**config.mk**
```make
export PLATFORM = sky130hd
export DESIGN_NAME = uhp_host_port
export DESIGN_NICKNAME = d
export VERILOG_FILES = /design/src/uhp_pkg.sv /design/src/uhp_pad_cell.sv /design/src/uhp_host_port.sv
export SDC_FILE = /design/constraint.sdc
export NUM_CORES = 1
export LEC_CHECK = 0
export BUFFER_PORTS_ARGS = -buffer_cell sky130_fd_sc_hd__buf_4
export CORE_UTILIZATION = 58
export DETAILED_ROUTE_END_ITERATION = 8
export PLACE_DENSITY = 0.8
export SYNTH_ARGS = -nofsm -noshare
export SYNTH_HDL_FRONTEND = slang
export SYNTH_HIERARCHICAL = 1
export SYNTH_SLANG_ARGS = --single-unit
```
**constraint.sdc**
```tcl
create_clock -name clk_in -period 3.9 [get_ports clk_in]
set_input_delay 0.975 -clock clk_in [delete_from_list [all_inputs] [get_ports clk_in]]
set_output_delay 0.975 -clock clk_in [all_outputs]
set_load 0.02 [all_outputs]
```
**src/uhp_pkg.sv**
```systemverilog
package uhp_pkg;

  // ------------------------------------------------------------
  // clock and bit-rate figures
  // ------------------------------------------------------------
  localparam int CLK_HZ = 250000000; // core clock rate
  localparam int BAUD_MIN = 1200; // slowest rate served
  localparam int BAUD_MAX = 4000000; // fastest rate served
  localparam int BAUD_RESET = 115200; // rate loaded in reset; cfg_in replaces it on the first clock after reset
  localparam int DIV_W = 18; // width of a clocks-per-bit divisor
  // divisors round down, so 4M comes out at 62 clocks, about 0.8 percent fast
  localparam logic [DIV_W-1:0] DIV_MIN = DIV_W'(CLK_HZ / BAUD_MAX);
  localparam logic [DIV_W-1:0] DIV_MAX = DIV_W'(CLK_HZ / BAUD_MIN);
  localparam logic [DIV_W-1:0] DIV_RESET = DIV_W'(CLK_HZ / BAUD_RESET);
  localparam logic [DIV_W-1:0] DIV_ONE = 18'h00001; // step of the bit counter

  // ------------------------------------------------------------
  // character format and pin slots
  // ------------------------------------------------------------
  localparam logic [2:0] LAST_DATA_BIT = 3'h7; // eight data bits, index 0..7
  localparam int PIN_TX = 0; // transmit line slot
  localparam int PIN_RX = 1; // receive line slot
  localparam int PIN_RTS = 2; // request-to-send, or i2c clock
  localparam int PIN_CTS = 3; // clear-to-send, or i2c data
  localparam int PIN_N = 4; // shared pins

  // ------------------------------------------------------------
  // types
  // ------------------------------------------------------------
  typedef enum logic [1:0] {
    UHP_PULL_WEAK_UP,
    UHP_PULL_STRONG_UP,
    UHP_PULL_WEAK_DOWN,
    UHP_PULL_STRONG_DOWN
  } uhp_pull_t;

  typedef enum logic [1:0] {
    UHP_PAR_NONE,
    UHP_PAR_ODD,
    UHP_PAR_EVEN
  } uhp_par_t;

  typedef enum {
    UHP_ST_IDLE,
    UHP_ST_START,
    UHP_ST_DATA,
    UHP_ST_PARITY,
    UHP_ST_STOP
  } uhp_st_t;

  // firmware-written port configuration
  typedef struct packed {
    logic [DIV_W-1:0] divisor; // core clocks per bit
    uhp_par_t parity; // none, odd or even
    logic two_stop; // 1: two stop bits
    logic flow_en; // hardware flow control on
    logic i2c_sel; // handshake pins carry i2c
    logic [PIN_N-1:0] gpl_sel; // 1: pin is a general line
  } uhp_cfg_t;

  // software control of one general programmable line
  typedef struct packed {
    logic drive; // level driven
    logic oe; // 1: line driven
    uhp_pull_t pull; // pull strength and sense
  } uhp_gpl_t;

  // pull codes held while reset is high
  localparam uhp_pull_t PULL_RESET_UART = UHP_PULL_STRONG_UP;
  localparam uhp_pull_t PULL_RESET_HS = UHP_PULL_WEAK_UP;

endpackage

```
**src/uhp_pad_cell.sv**
```systemverilog
`timescale 1ns/10ps
module uhp_pad_cell
  import uhp_pkg::*;
#(
  parameter uhp_pull_t RESET_PULL = UHP_PULL_WEAK_UP
) (
  input wire logic clk_in, // core clock
  input wire logic reset_in, // synchronous, active high
  input wire logic serial_sel_in, // 1: serial function owns the pin
  input wire logic fn_drive_in, // serial function level
  input wire logic fn_oe_in, // serial function enable
  input wire uhp_gpl_t gpl_in, // software line control
  input wire logic pin_in, // pad level
  output logic pin_out, // pad drive level
  output logic pin_oe_out, // high while driving
  output uhp_pull_t pull_out, // pull select to the pad
  output logic sync_out // pad level after two flops
);

  // ------------------------------------------------------------
  // pad state
  // ------------------------------------------------------------
  logic drive_q, drive_d; // registered drive level
  logic oe_q, oe_d; // registered enable
  uhp_pull_t pull_q, pull_d; // registered pull code
  logic meta_q, meta_d; // first synchroniser flop, read only by sync_q
  logic sync_q, sync_d; // second synchroniser flop

  // choose serial or software control of the pin
  always_comb begin
    drive_d = serial_sel_in ? fn_drive_in : gpl_in.drive;
    oe_d = serial_sel_in ? fn_oe_in : gpl_in.oe;
    pull_d = gpl_in.pull;
    meta_d = pin_in;
    sync_d = meta_q;
  end

  // pad stays undriven with its reset pull until reset drops
  always_ff @(posedge clk_in) begin
    if (reset_in) begin
      drive_q <= 1'b1;
      oe_q <= 1'b0;
      pull_q <= RESET_PULL;
      meta_q <= 1'b1;
      sync_q <= 1'b1;
    end else begin
      drive_q <= drive_d;
      oe_q <= oe_d;
      pull_q <= pull_d;
      meta_q <= meta_d;
      sync_q <= sync_d;
    end
  end

  assign pin_out = drive_q;
  assign pin_oe_out = oe_q;
  assign pull_out = pull_q;
  assign sync_out = sync_q;

endmodule

```
**src/uhp_host_port.sv**
```systemverilog
`timescale 1ns/10ps
// How it works
// - handshake lines are active low
// - handshake pins become general lines without flow or i2c
// - divisor clamped to 1200 baud .. 4M baud
// - parity none, odd or even
// - eight data bits, one or two stops
// - format comes from firmware configuration port
// - i2c takes handshake pins, excluding flow control
// - four serial pins selectable as general lines
// - each line has a selectable pull
// - async framing on separate transmit, receive lines
module uhp_host_port
  import uhp_pkg::*;
(
  input wire logic clk_in, // core clock, 250 MHz
  input wire logic reset_in, // synchronous, active high
  input wire uhp_cfg_t cfg_in, // firmware configuration
  input wire uhp_gpl_t [PIN_N-1:0] gpl_in, // software line control
  input wire logic tx_valid_in, // character offered
  input wire logic [7:0] tx_data_in, // character to send
  output logic tx_ready_out, // transmitter takes the character
  input wire logic rx_ready_in, // receive side can take characters
  output logic rx_valid_out, // one-cycle pulse, character received
  output logic [7:0] rx_data_out, // received character
  output logic rx_parity_err_out, // parity mismatch on that character
  output logic rx_frame_err_out, // low stop bit on that character
  input wire logic i2c_scl_low_in, // i2c master pulls clock low
  input wire logic i2c_sda_low_in, // i2c master pulls data low
  output logic i2c_scl_out, // clock pin level
  output logic i2c_sda_out, // data pin level
  output logic [PIN_N-1:0] gpl_level_out, // pin levels as sampled
  input wire logic [PIN_N-1:0] pin_in, // pad levels
  output logic [PIN_N-1:0] pin_out, // pad drive levels
  output logic [PIN_N-1:0] pin_oe_out, // pad enables, high drives
  output uhp_pull_t [PIN_N-1:0] pull_out // pad pull codes
);

  // ------------------------------------------------------------
  // configuration
  // ------------------------------------------------------------
  uhp_cfg_t cfg_q, cfg_d; // active format
  uhp_st_t tx_st_q, tx_st_d; // transmitter state
  uhp_st_t rx_st_q, rx_st_d; // receiver state
  logic [DIV_W-1:0] div_eff; // clamped clocks per bit
  logic flow_act; // flow control really in use
  logic [PIN_N-1:0] ser_sel; // pin owned by the serial function
  logic [PIN_N-1:0] fn_drive; // serial function levels
  logic [PIN_N-1:0] fn_oe; // serial function enables
  logic [PIN_N-1:0] pin_sync; // synchronised pad levels
  logic tx_line_q, tx_line_d; // transmit line level
  logic rts_n; // low: host may send

  // new format only between characters, so no frame is split
  always_comb begin
    cfg_d = cfg_q;
    if ((tx_st_q == UHP_ST_IDLE) && (rx_st_q == UHP_ST_IDLE)) begin
      cfg_d = cfg_in;
    end
  end

  always_ff @(posedge clk_in) begin
    if (reset_in) begin // reset held long by the host
      cfg_q <= '{divisor: DIV_RESET, parity: UHP_PAR_NONE, default: '0};
    end else begin
      cfg_q <= cfg_d;
    end
  end

  // out-of-range divisors are pulled back to the served span
  always_comb begin
    if (cfg_q.divisor < DIV_MIN) begin
      div_eff = DIV_MIN;
    end else if (cfg_q.divisor > DIV_MAX) begin
      div_eff = DIV_MAX;
    end else begin
      div_eff = cfg_q.divisor;
    end
  end

  // ------------------------------------------------------------
  // pin sharing
  // ------------------------------------------------------------
  // i2c wins over flow control, they cannot share the pins
  assign flow_act = cfg_q.flow_en & ~cfg_q.i2c_sel;
  assign rts_n = ~rx_ready_in;

  always_comb begin
    ser_sel[PIN_TX] = ~cfg_q.gpl_sel[PIN_TX];
    ser_sel[PIN_RX] = ~cfg_q.gpl_sel[PIN_RX];
    ser_sel[PIN_RTS] = ~cfg_q.gpl_sel[PIN_RTS] & (cfg_q.flow_en | cfg_q.i2c_sel);
    ser_sel[PIN_CTS] = ~cfg_q.gpl_sel[PIN_CTS] & (cfg_q.flow_en | cfg_q.i2c_sel);
    fn_drive[PIN_TX] = tx_line_q;
    fn_oe[PIN_TX] = 1'b1;
    fn_drive[PIN_RX] = 1'b1; // receive pin is input only
    fn_oe[PIN_RX] = 1'b0;
    if (cfg_q.i2c_sel) begin
      fn_drive[PIN_RTS] = 1'b0; // open drain clock
      fn_oe[PIN_RTS] = i2c_scl_low_in;
      fn_drive[PIN_CTS] = 1'b0; // open drain data
      fn_oe[PIN_CTS] = i2c_sda_low_in;
    end else begin
      fn_drive[PIN_RTS] = rts_n;
      fn_oe[PIN_RTS] = 1'b1;
      fn_drive[PIN_CTS] = 1'b1; // clear-to-send is an input
      fn_oe[PIN_CTS] = 1'b0;
    end
  end

  // one pad cell per shared pin
  for (genvar i = 0; i < PIN_N; i++) begin : g_pad
    uhp_pad_cell #(
      .RESET_PULL((i < PIN_RTS) ? PULL_RESET_UART : PULL_RESET_HS)
    ) u_pad (
      .clk_in(clk_in),
      .reset_in(reset_in),
      .serial_sel_in(ser_sel[i]),
      .fn_drive_in(fn_drive[i]),
      .fn_oe_in(fn_oe[i]),
      .gpl_in(gpl_in[i]),
      .pin_in(pin_in[i]),
      .pin_out(pin_out[i]),
      .pin_oe_out(pin_oe_out[i]),
      .pull_out(pull_out[i]),
      .sync_out(pin_sync[i])
    );
  end

  assign gpl_level_out = pin_sync;
  assign i2c_scl_out = pin_sync[PIN_RTS];
  assign i2c_sda_out = pin_sync[PIN_CTS];

  // ------------------------------------------------------------
  // transmitter
  // ------------------------------------------------------------
  logic [DIV_W-1:0] tx_cnt_q, tx_cnt_d; // clocks left in this bit
  logic [2:0] tx_bit_q, tx_bit_d; // data bit index
  logic [7:0] tx_sh_q, tx_sh_d; // data still to send
  logic tx_par_q, tx_par_d; // parity bit to send
  logic tx_stop2_q, tx_stop2_d; // second stop bit still due
  logic cts_ok; // host allows sending

  // clear-to-send is active low and only checked between characters
  assign cts_ok = ~flow_act | ~pin_sync[PIN_CTS];
  assign tx_ready_out = (tx_st_q == UHP_ST_IDLE) & cts_ok;

  always_comb begin
    tx_st_d = tx_st_q;
    tx_cnt_d = tx_cnt_q;
    tx_bit_d = tx_bit_q;
    tx_sh_d = tx_sh_q;
    tx_par_d = tx_par_q;
    tx_stop2_d = tx_stop2_q;
    tx_line_d = tx_line_q;
    if (tx_st_q == UHP_ST_IDLE) begin
      tx_line_d = 1'b1; // idle high
      if (tx_valid_in && cts_ok) begin
        tx_sh_d = tx_data_in;
        tx_par_d = (^tx_data_in) ^ (cfg_q.parity == UHP_PAR_ODD);
        tx_stop2_d = cfg_q.two_stop;
        tx_cnt_d = div_eff - DIV_ONE;
        tx_line_d = 1'b0; // start bit
        tx_st_d = UHP_ST_START;
      end
    end else if (tx_cnt_q != '0) begin
      tx_cnt_d = tx_cnt_q - DIV_ONE;
    end else begin
      tx_cnt_d = div_eff - DIV_ONE;
      case (tx_st_q)
        UHP_ST_START: begin // lsb first
          tx_line_d = tx_sh_q[0];
          tx_sh_d = {1'b0, tx_sh_q[7:1]};
          tx_bit_d = '0;
          tx_st_d = UHP_ST_DATA;
        end
        UHP_ST_DATA: begin
          if (tx_bit_q == LAST_DATA_BIT) begin
            if (cfg_q.parity == UHP_PAR_NONE) begin
              tx_line_d = 1'b1;
              tx_st_d = UHP_ST_STOP;
            end else begin
              tx_line_d = tx_par_q;
              tx_st_d = UHP_ST_PARITY;
            end
          end else begin
            tx_line_d = tx_sh_q[0];
            tx_sh_d = {1'b0, tx_sh_q[7:1]};
            tx_bit_d = tx_bit_q + 3'h1;
          end
        end
        UHP_ST_PARITY: begin
          tx_line_d = 1'b1;
          tx_st_d = UHP_ST_STOP;
        end
        UHP_ST_STOP: begin
          if (tx_stop2_q) begin
            tx_stop2_d = 1'b0; // second stop bit
          end else begin
            tx_st_d = UHP_ST_IDLE;
          end
        end
        default: begin
          tx_st_d = UHP_ST_IDLE;
        end
      endcase
    end
  end

  always_ff @(posedge clk_in) begin
    if (reset_in) begin
      tx_st_q <= UHP_ST_IDLE;
      tx_cnt_q <= '0;
      tx_bit_q <= '0;
      tx_sh_q <= '0;
      tx_par_q <= 1'b0;
      tx_stop2_q <= 1'b0;
      tx_line_q <= 1'b1;
    end else begin
      tx_st_q <= tx_st_d;
      tx_cnt_q <= tx_cnt_d;
      tx_bit_q <= tx_bit_d;
      tx_sh_q <= tx_sh_d;
      tx_par_q <= tx_par_d;
      tx_stop2_q <= tx_stop2_d;
      tx_line_q <= tx_line_d;
    end
  end

  // ------------------------------------------------------------
  // receiver
  // ------------------------------------------------------------
  logic rx_line; // receive level, idle high when not serial
  logic [DIV_W-1:0] rx_cnt_q, rx_cnt_d; // clocks to next sample
  logic [2:0] rx_bit_q, rx_bit_d; // data bit index
  logic [7:0] rx_sh_q, rx_sh_d; // assembled bits
  logic rx_perr_q, rx_perr_d; // parity error so far
  logic rx_ferr_q, rx_ferr_d; // framing error so far
  logic rx_stop2_q, rx_stop2_d; // second stop still due
  logic rx_valid_q, rx_valid_d; // character pulse
  logic [7:0] rx_data_q, rx_data_d; // last character
  logic rx_pe_q, rx_pe_d; // its parity flag
  logic rx_fe_q, rx_fe_d; // its framing flag

  assign rx_line = ser_sel[PIN_RX] ? pin_sync[PIN_RX] : 1'b1;

  // samples in mid-bit: half a bit after the falling edge, then every bit
  always_comb begin
    rx_st_d = rx_st_q;
    rx_cnt_d = rx_cnt_q;
    rx_bit_d = rx_bit_q;
    rx_sh_d = rx_sh_q;
    rx_perr_d = rx_perr_q;
    rx_ferr_d = rx_ferr_q;
    rx_stop2_d = rx_stop2_q;
    rx_valid_d = 1'b0;
    rx_data_d = rx_data_q;
    rx_pe_d = rx_pe_q;
    rx_fe_d = rx_fe_q;
    if (rx_st_q == UHP_ST_IDLE) begin
      if (!rx_line) begin // start edge
        rx_cnt_d = {1'b0, div_eff[DIV_W-1:1]};
        rx_perr_d = 1'b0;
        rx_ferr_d = 1'b0;
        rx_stop2_d = cfg_q.two_stop;
        rx_st_d = UHP_ST_START;
      end
    end else if (rx_cnt_q != '0) begin
      rx_cnt_d = rx_cnt_q - DIV_ONE;
    end else begin
      rx_cnt_d = div_eff - DIV_ONE;
      case (rx_st_q)
        UHP_ST_START: begin
          // a glitch shorter than half a bit is dropped
          rx_bit_d = '0;
          rx_st_d = rx_line ? UHP_ST_IDLE : UHP_ST_DATA;
        end
        UHP_ST_DATA: begin
          rx_sh_d = {rx_line, rx_sh_q[7:1]}; // lsb first
          rx_bit_d = rx_bit_q + 3'h1;
          if (rx_bit_q == LAST_DATA_BIT) begin
            rx_st_d = (cfg_q.parity == UHP_PAR_NONE) ? UHP_ST_STOP : UHP_ST_PARITY;
          end
        end
        UHP_ST_PARITY: begin
          rx_perr_d = rx_line ^ (^rx_sh_q) ^ (cfg_q.parity == UHP_PAR_ODD);
          rx_st_d = UHP_ST_STOP;
        end
        UHP_ST_STOP: begin
          if (!rx_line) begin
            rx_ferr_d = 1'b1;
          end
          if (rx_stop2_q) begin
            rx_stop2_d = 1'b0; // first stop checked, second still due
          end else begin
            rx_valid_d = 1'b1;
            rx_data_d = rx_sh_q;
            rx_pe_d = rx_perr_q;
            rx_fe_d = rx_ferr_q | ~rx_line;
            rx_st_d = UHP_ST_IDLE;
          end
        end
        default: begin
          rx_st_d = UHP_ST_IDLE;
        end
      endcase
    end
  end

  always_ff @(posedge clk_in) begin
    if (reset_in) begin
      rx_st_q <= UHP_ST_IDLE;
      rx_cnt_q <= '0;
      rx_bit_q <= '0;
      rx_sh_q <= '0;
      rx_perr_q <= 1'b0;
      rx_ferr_q <= 1'b0;
      rx_stop2_q <= 1'b0;
      rx_valid_q <= 1'b0;
      rx_data_q <= '0;
      rx_pe_q <= 1'b0;
      rx_fe_q <= 1'b0;
    end else begin
      rx_st_q <= rx_st_d;
      rx_cnt_q <= rx_cnt_d;
      rx_bit_q <= rx_bit_d;
      rx_sh_q <= rx_sh_d;
      rx_perr_q <= rx_perr_d;
      rx_ferr_q <= rx_ferr_d;
      rx_stop2_q <= rx_stop2_d;
      rx_valid_q <= rx_valid_d;
      rx_data_q <= rx_data_d;
      rx_pe_q <= rx_pe_d;
      rx_fe_q <= rx_fe_d;
    end
  end

  assign rx_valid_out = rx_valid_q;
  assign rx_data_out = rx_data_q;
  assign rx_parity_err_out = rx_pe_q;
  assign rx_frame_err_out = rx_fe_q;

endmodule

```
==> impl_metrics.json <==
{
  "cts_root_buffer": "clkbuf_16",
  "peakVddDrop_mv": 0.415,
  "dp_hpwl_mm": 13.2,
  "drt_iter0_drc": 567,
  "yosysTopAreaCell": "dfxtp_1",
  "fin_crit_sh": 0.869,
  "grt_pass1_vias": 6333,
  "drt-total-wl_mm": 18.9,
  "fillers": 914,
  "hold_viol": 0,
  "slew-limit-headroom": 0.381,
  "rows": 39,
  "min_path_type": "reg2reg",
  "cts_inserted_buffers": 17,
  "syn_inst": 869,
  "synth-edff-count": 0,
  "syn_to_final_growth_pct": 18.8,
  "crit_path_start_kind": "flip-flop",
  "p_leak_nw": 3.24,
  "port_buffers": 94,
  "clock_latency_ns": 0.43,
  "synth_area_mm2": 0.00690,
  "seq_area_mm2": 0.00264,
  "drtPass1Iterations": 8,
  "grt_max_degree": 55,
  "criticalPathCategory": "reg2reg",
  "antennaDiodeCount": 0,
  "core_mm2": 0.0115,
  "dieHeight_um": 111,
  "clockBufferDepth": 2,
  "antenna_found_initial": 0,
  "synth_area_leaders": "dfxtp_1 38%, nand2_1 8.3%, a21oi_1 5.6%, nor2_1 3.7%, xnor2_1 3.0%",
  "syn_avg_cell_area_um2": 7.94,
  "synth.yosys.seq_area_share": 0.383,
  "yosysWarnings": 6,
  "setup_tns_ns": 0,
  "finalSetupViolations": 0,
  "arrival_ns": 3.70,
  "h-tree-depth": 4,
  "path_cells": "nand4b_1, nor4_2, o211ai_2, nor2b_1, a21oi_1, ha_1, nor3b_2, nand3_1, a2111oi_0, xor2_1, o311ai_1, o21ai_0",
  "power.density_mw_per_mm2": 751,
  "synth_top_flop_cell": "dfxtp_1",
  "hold_buffers": 0,
  "routedWlPerCell_um": 17.3,
  "synth.distinct_cells": 80,
  "cap_viol_max_count": 0,
  "dieArea_mm2": 0.0123,
  "min_period_ns": 3.39,
  "io_pins": 95,
  "multi_input_area_mm2": 0.00395,
  "cts.clk_slew.worst_paths_ns": 0.06,
  "drcViolationCount": 2,
  "worstRegToRegCells": 12,
  "die_w_um": 111,
  "vias": 6733,
  "globalplace.congestion": 0.899,
  "cts_resized": 0,
  "final_cell_mix": "152 x nand2_1, 132 x dfxtp_1, 108 x buf_4, 77 x a21oi_1, 68 x nor2_1",
  "cp-startpoint": "cfg_q[19]",
  "ant_nets": 0,
  "max_stage_delay_ns": 0.51,
  "end_kind": "flip-flop",
  "status": "complete, but fails checks",
  "cp_num_cells": 12,
  "critical_path.max_fanout": 8,
  "synth_top_area_frac": 0.383,
  "skew_ns": 0.00607,
  "slew_violations": 0,
  "cts_setup_buffers": 0,
  "critPathTopFamily": "compound AO/OA/AOI/OAI gates",
  "initial_core_util": 0.599,
  "r2r_start": "cfg_q[19]",
  "overflow": 0,
  "cp_data_required_time_ns": 4.21,
  "grt_setup_unrepaired": "false",
  "cts_sinks": 132,
  "fmax_ghz": 0.295,
  "crit_slowest_cell": "a2111oi_0",
  "violations": "design-rule violations",
  "fin_nets": 1008,
  "grt_pass1_wl_mm": 30.8,
  "grtUsageTotal": 0.313,
  "final_common_cell": "nand2_1",
  "cp-endpoint": "rx_cnt_q[10]",
  "ys_seq_elements": 132,
  "layout-drive-gt1-share": 0.189,
  "cp_num_buf_inv": 0,
  "synth-async-reset-ratio": 0,
  "total_power_mw": 6.16,
  "worstMarginPinSlew_ns": 0.926,
  "tritoncts": "yes",
  "reg2reg_to": "rx_cnt_q[10]",
  "vias_per_cell": 6.15,
  "r2r_slack_ns": 0.51
}
worst min path at each step:
stage,from,end,slack (ns),depth (start not counted)
after global placement,g_pad[1].u_pad/meta_q,g_pad[1].u_pad/sync_out,0.39,1
after floorplan,g_pad[0].u_pad/meta_q,g_pad[0].u_pad/sync_out,0.39,1
after detailed placement,g_pad[2].u_pad/meta_q,g_pad[2].u_pad/sync_out,0.40,1
after CTS,g_pad[2].u_pad/meta_q,g_pad[2].u_pad/sync_out,0.42,1
after global routing,g_pad[2].u_pad/meta_q,g_pad[2].u_pad/sync_out,0.42,1
final,g_pad[2].u_pad/meta_q,g_pad[2].u_pad/sync_out,0.41,1
kinds of logic after synthesis:
family,synth area share
other,0.00109
muxes,0.0102
DFF,0.383
xor gates and xnor gates,0.0495
buffers and inverters,0.0464
adders and majority gates,0.0127
and+or+nand+nor,0.274
AOI/OAI and AO/OA,0.223
worst reg2reg max path: cells and delay by family, from the launching register on:
kind                     cells  cell delay, ns
AND/OR/NAND/NOR              5            1.12
adder cells (fa/ha/maj)      1            0.19
AO/OA/AOI/OAI                5            1.28
XOR/XNOR                     1            0.18
flip-flops                   1            0.49
area by class of cell:
cell class | instances | share of cell area
clock buffers | 20 | 0.0545
clock inverters | 10 | 0.0134
inverters | 16 | 0.00733
multi-input cells | 665 | 0.481
flip-flops and latches | 132 | 0.322
well taps | 143 | 0.0218
repair buffers | 108 | 0.0989
power breakdown:
| group | total (mW) | switching, mW | internal (mW) |
|---|---|---|---|
| logic | 2.63 | 1.66 | 0.964 |
| registers | 2.00 | 0.360 | 1.64 |
| clock network | 1.53 | 0.591 | 0.942 |
state kept, by name, summed over array words and instances (netlist names), 3 cells and up:
register and flops:
cfg_q 27, rx_cnt_q 18, tx_cnt_q 18, g_pad.u_pad/pull_out 8
rx_data_out 8, rx_sh_q 8, tx_sh_q 8, g_pad.u_pad/meta_q 4
g_pad.u_pad/pin_oe_out 4, g_pad.u_pad/pin_out 4, g_pad.u_pad/sync_out 4, rx_bit_q 3
rx_st_q 3, tx_bit_q 3, tx_st_q 3
cell usage after synthesis, drive strengths merged (3+ instances only):
library cell and n:
o21ai 26, nand2 152, nor4 12, o211ai 10, nor3 40, o22ai 14
a21o 8, ha 7, nand2b 8, nor2b 14, o311ai 3, nand3 23
a32o 4, o41ai 3, or4 7, xor2 15, nand4 8, clkbuf 38
dfxtp 132, buf 19, and3 4, xnor2 24, inv 16, o31ai 6
a311oi 8, nand3b 3, nor2 70, or2 17, a211oi 10, or3 7
nand4b 4, and2 7, a31oi 14, mux2i 7, a22oi 5, a21oi 79
a211o 5, a21boi 3, a2111oi 4
routing by layer:
| layer | up-vias | part of all wire | GRT usage |
|---|---|---|---|
| met1 | 3129 | 0.43 | 0.399 |
| met2 | 322 | 0.46 | 0.499 |
| met5 | - | 0 | 0 |
| met3 | 42 | 0.091 | 0.100 |
| met4 | 0 | 0.021 | 0.111 |
| li1 | 3240 | - | - |
stage by stage:
stage               setup WS, ns  utilization  cells  cell area, um2  hold slack [ns]
floorplan                  0.575            -    870            6900            0.389
global placement           0.522        0.663   1064            7630            0.395
detailed placement         0.448        0.663   1064            7630            0.396
CTS                        0.348        0.711   1094            8190            0.416
global route               0.146        0.712   1094            8190            0.420
finish                     0.509        0.712   1094            8190            0.415
(Power assumes the default switching activity.)
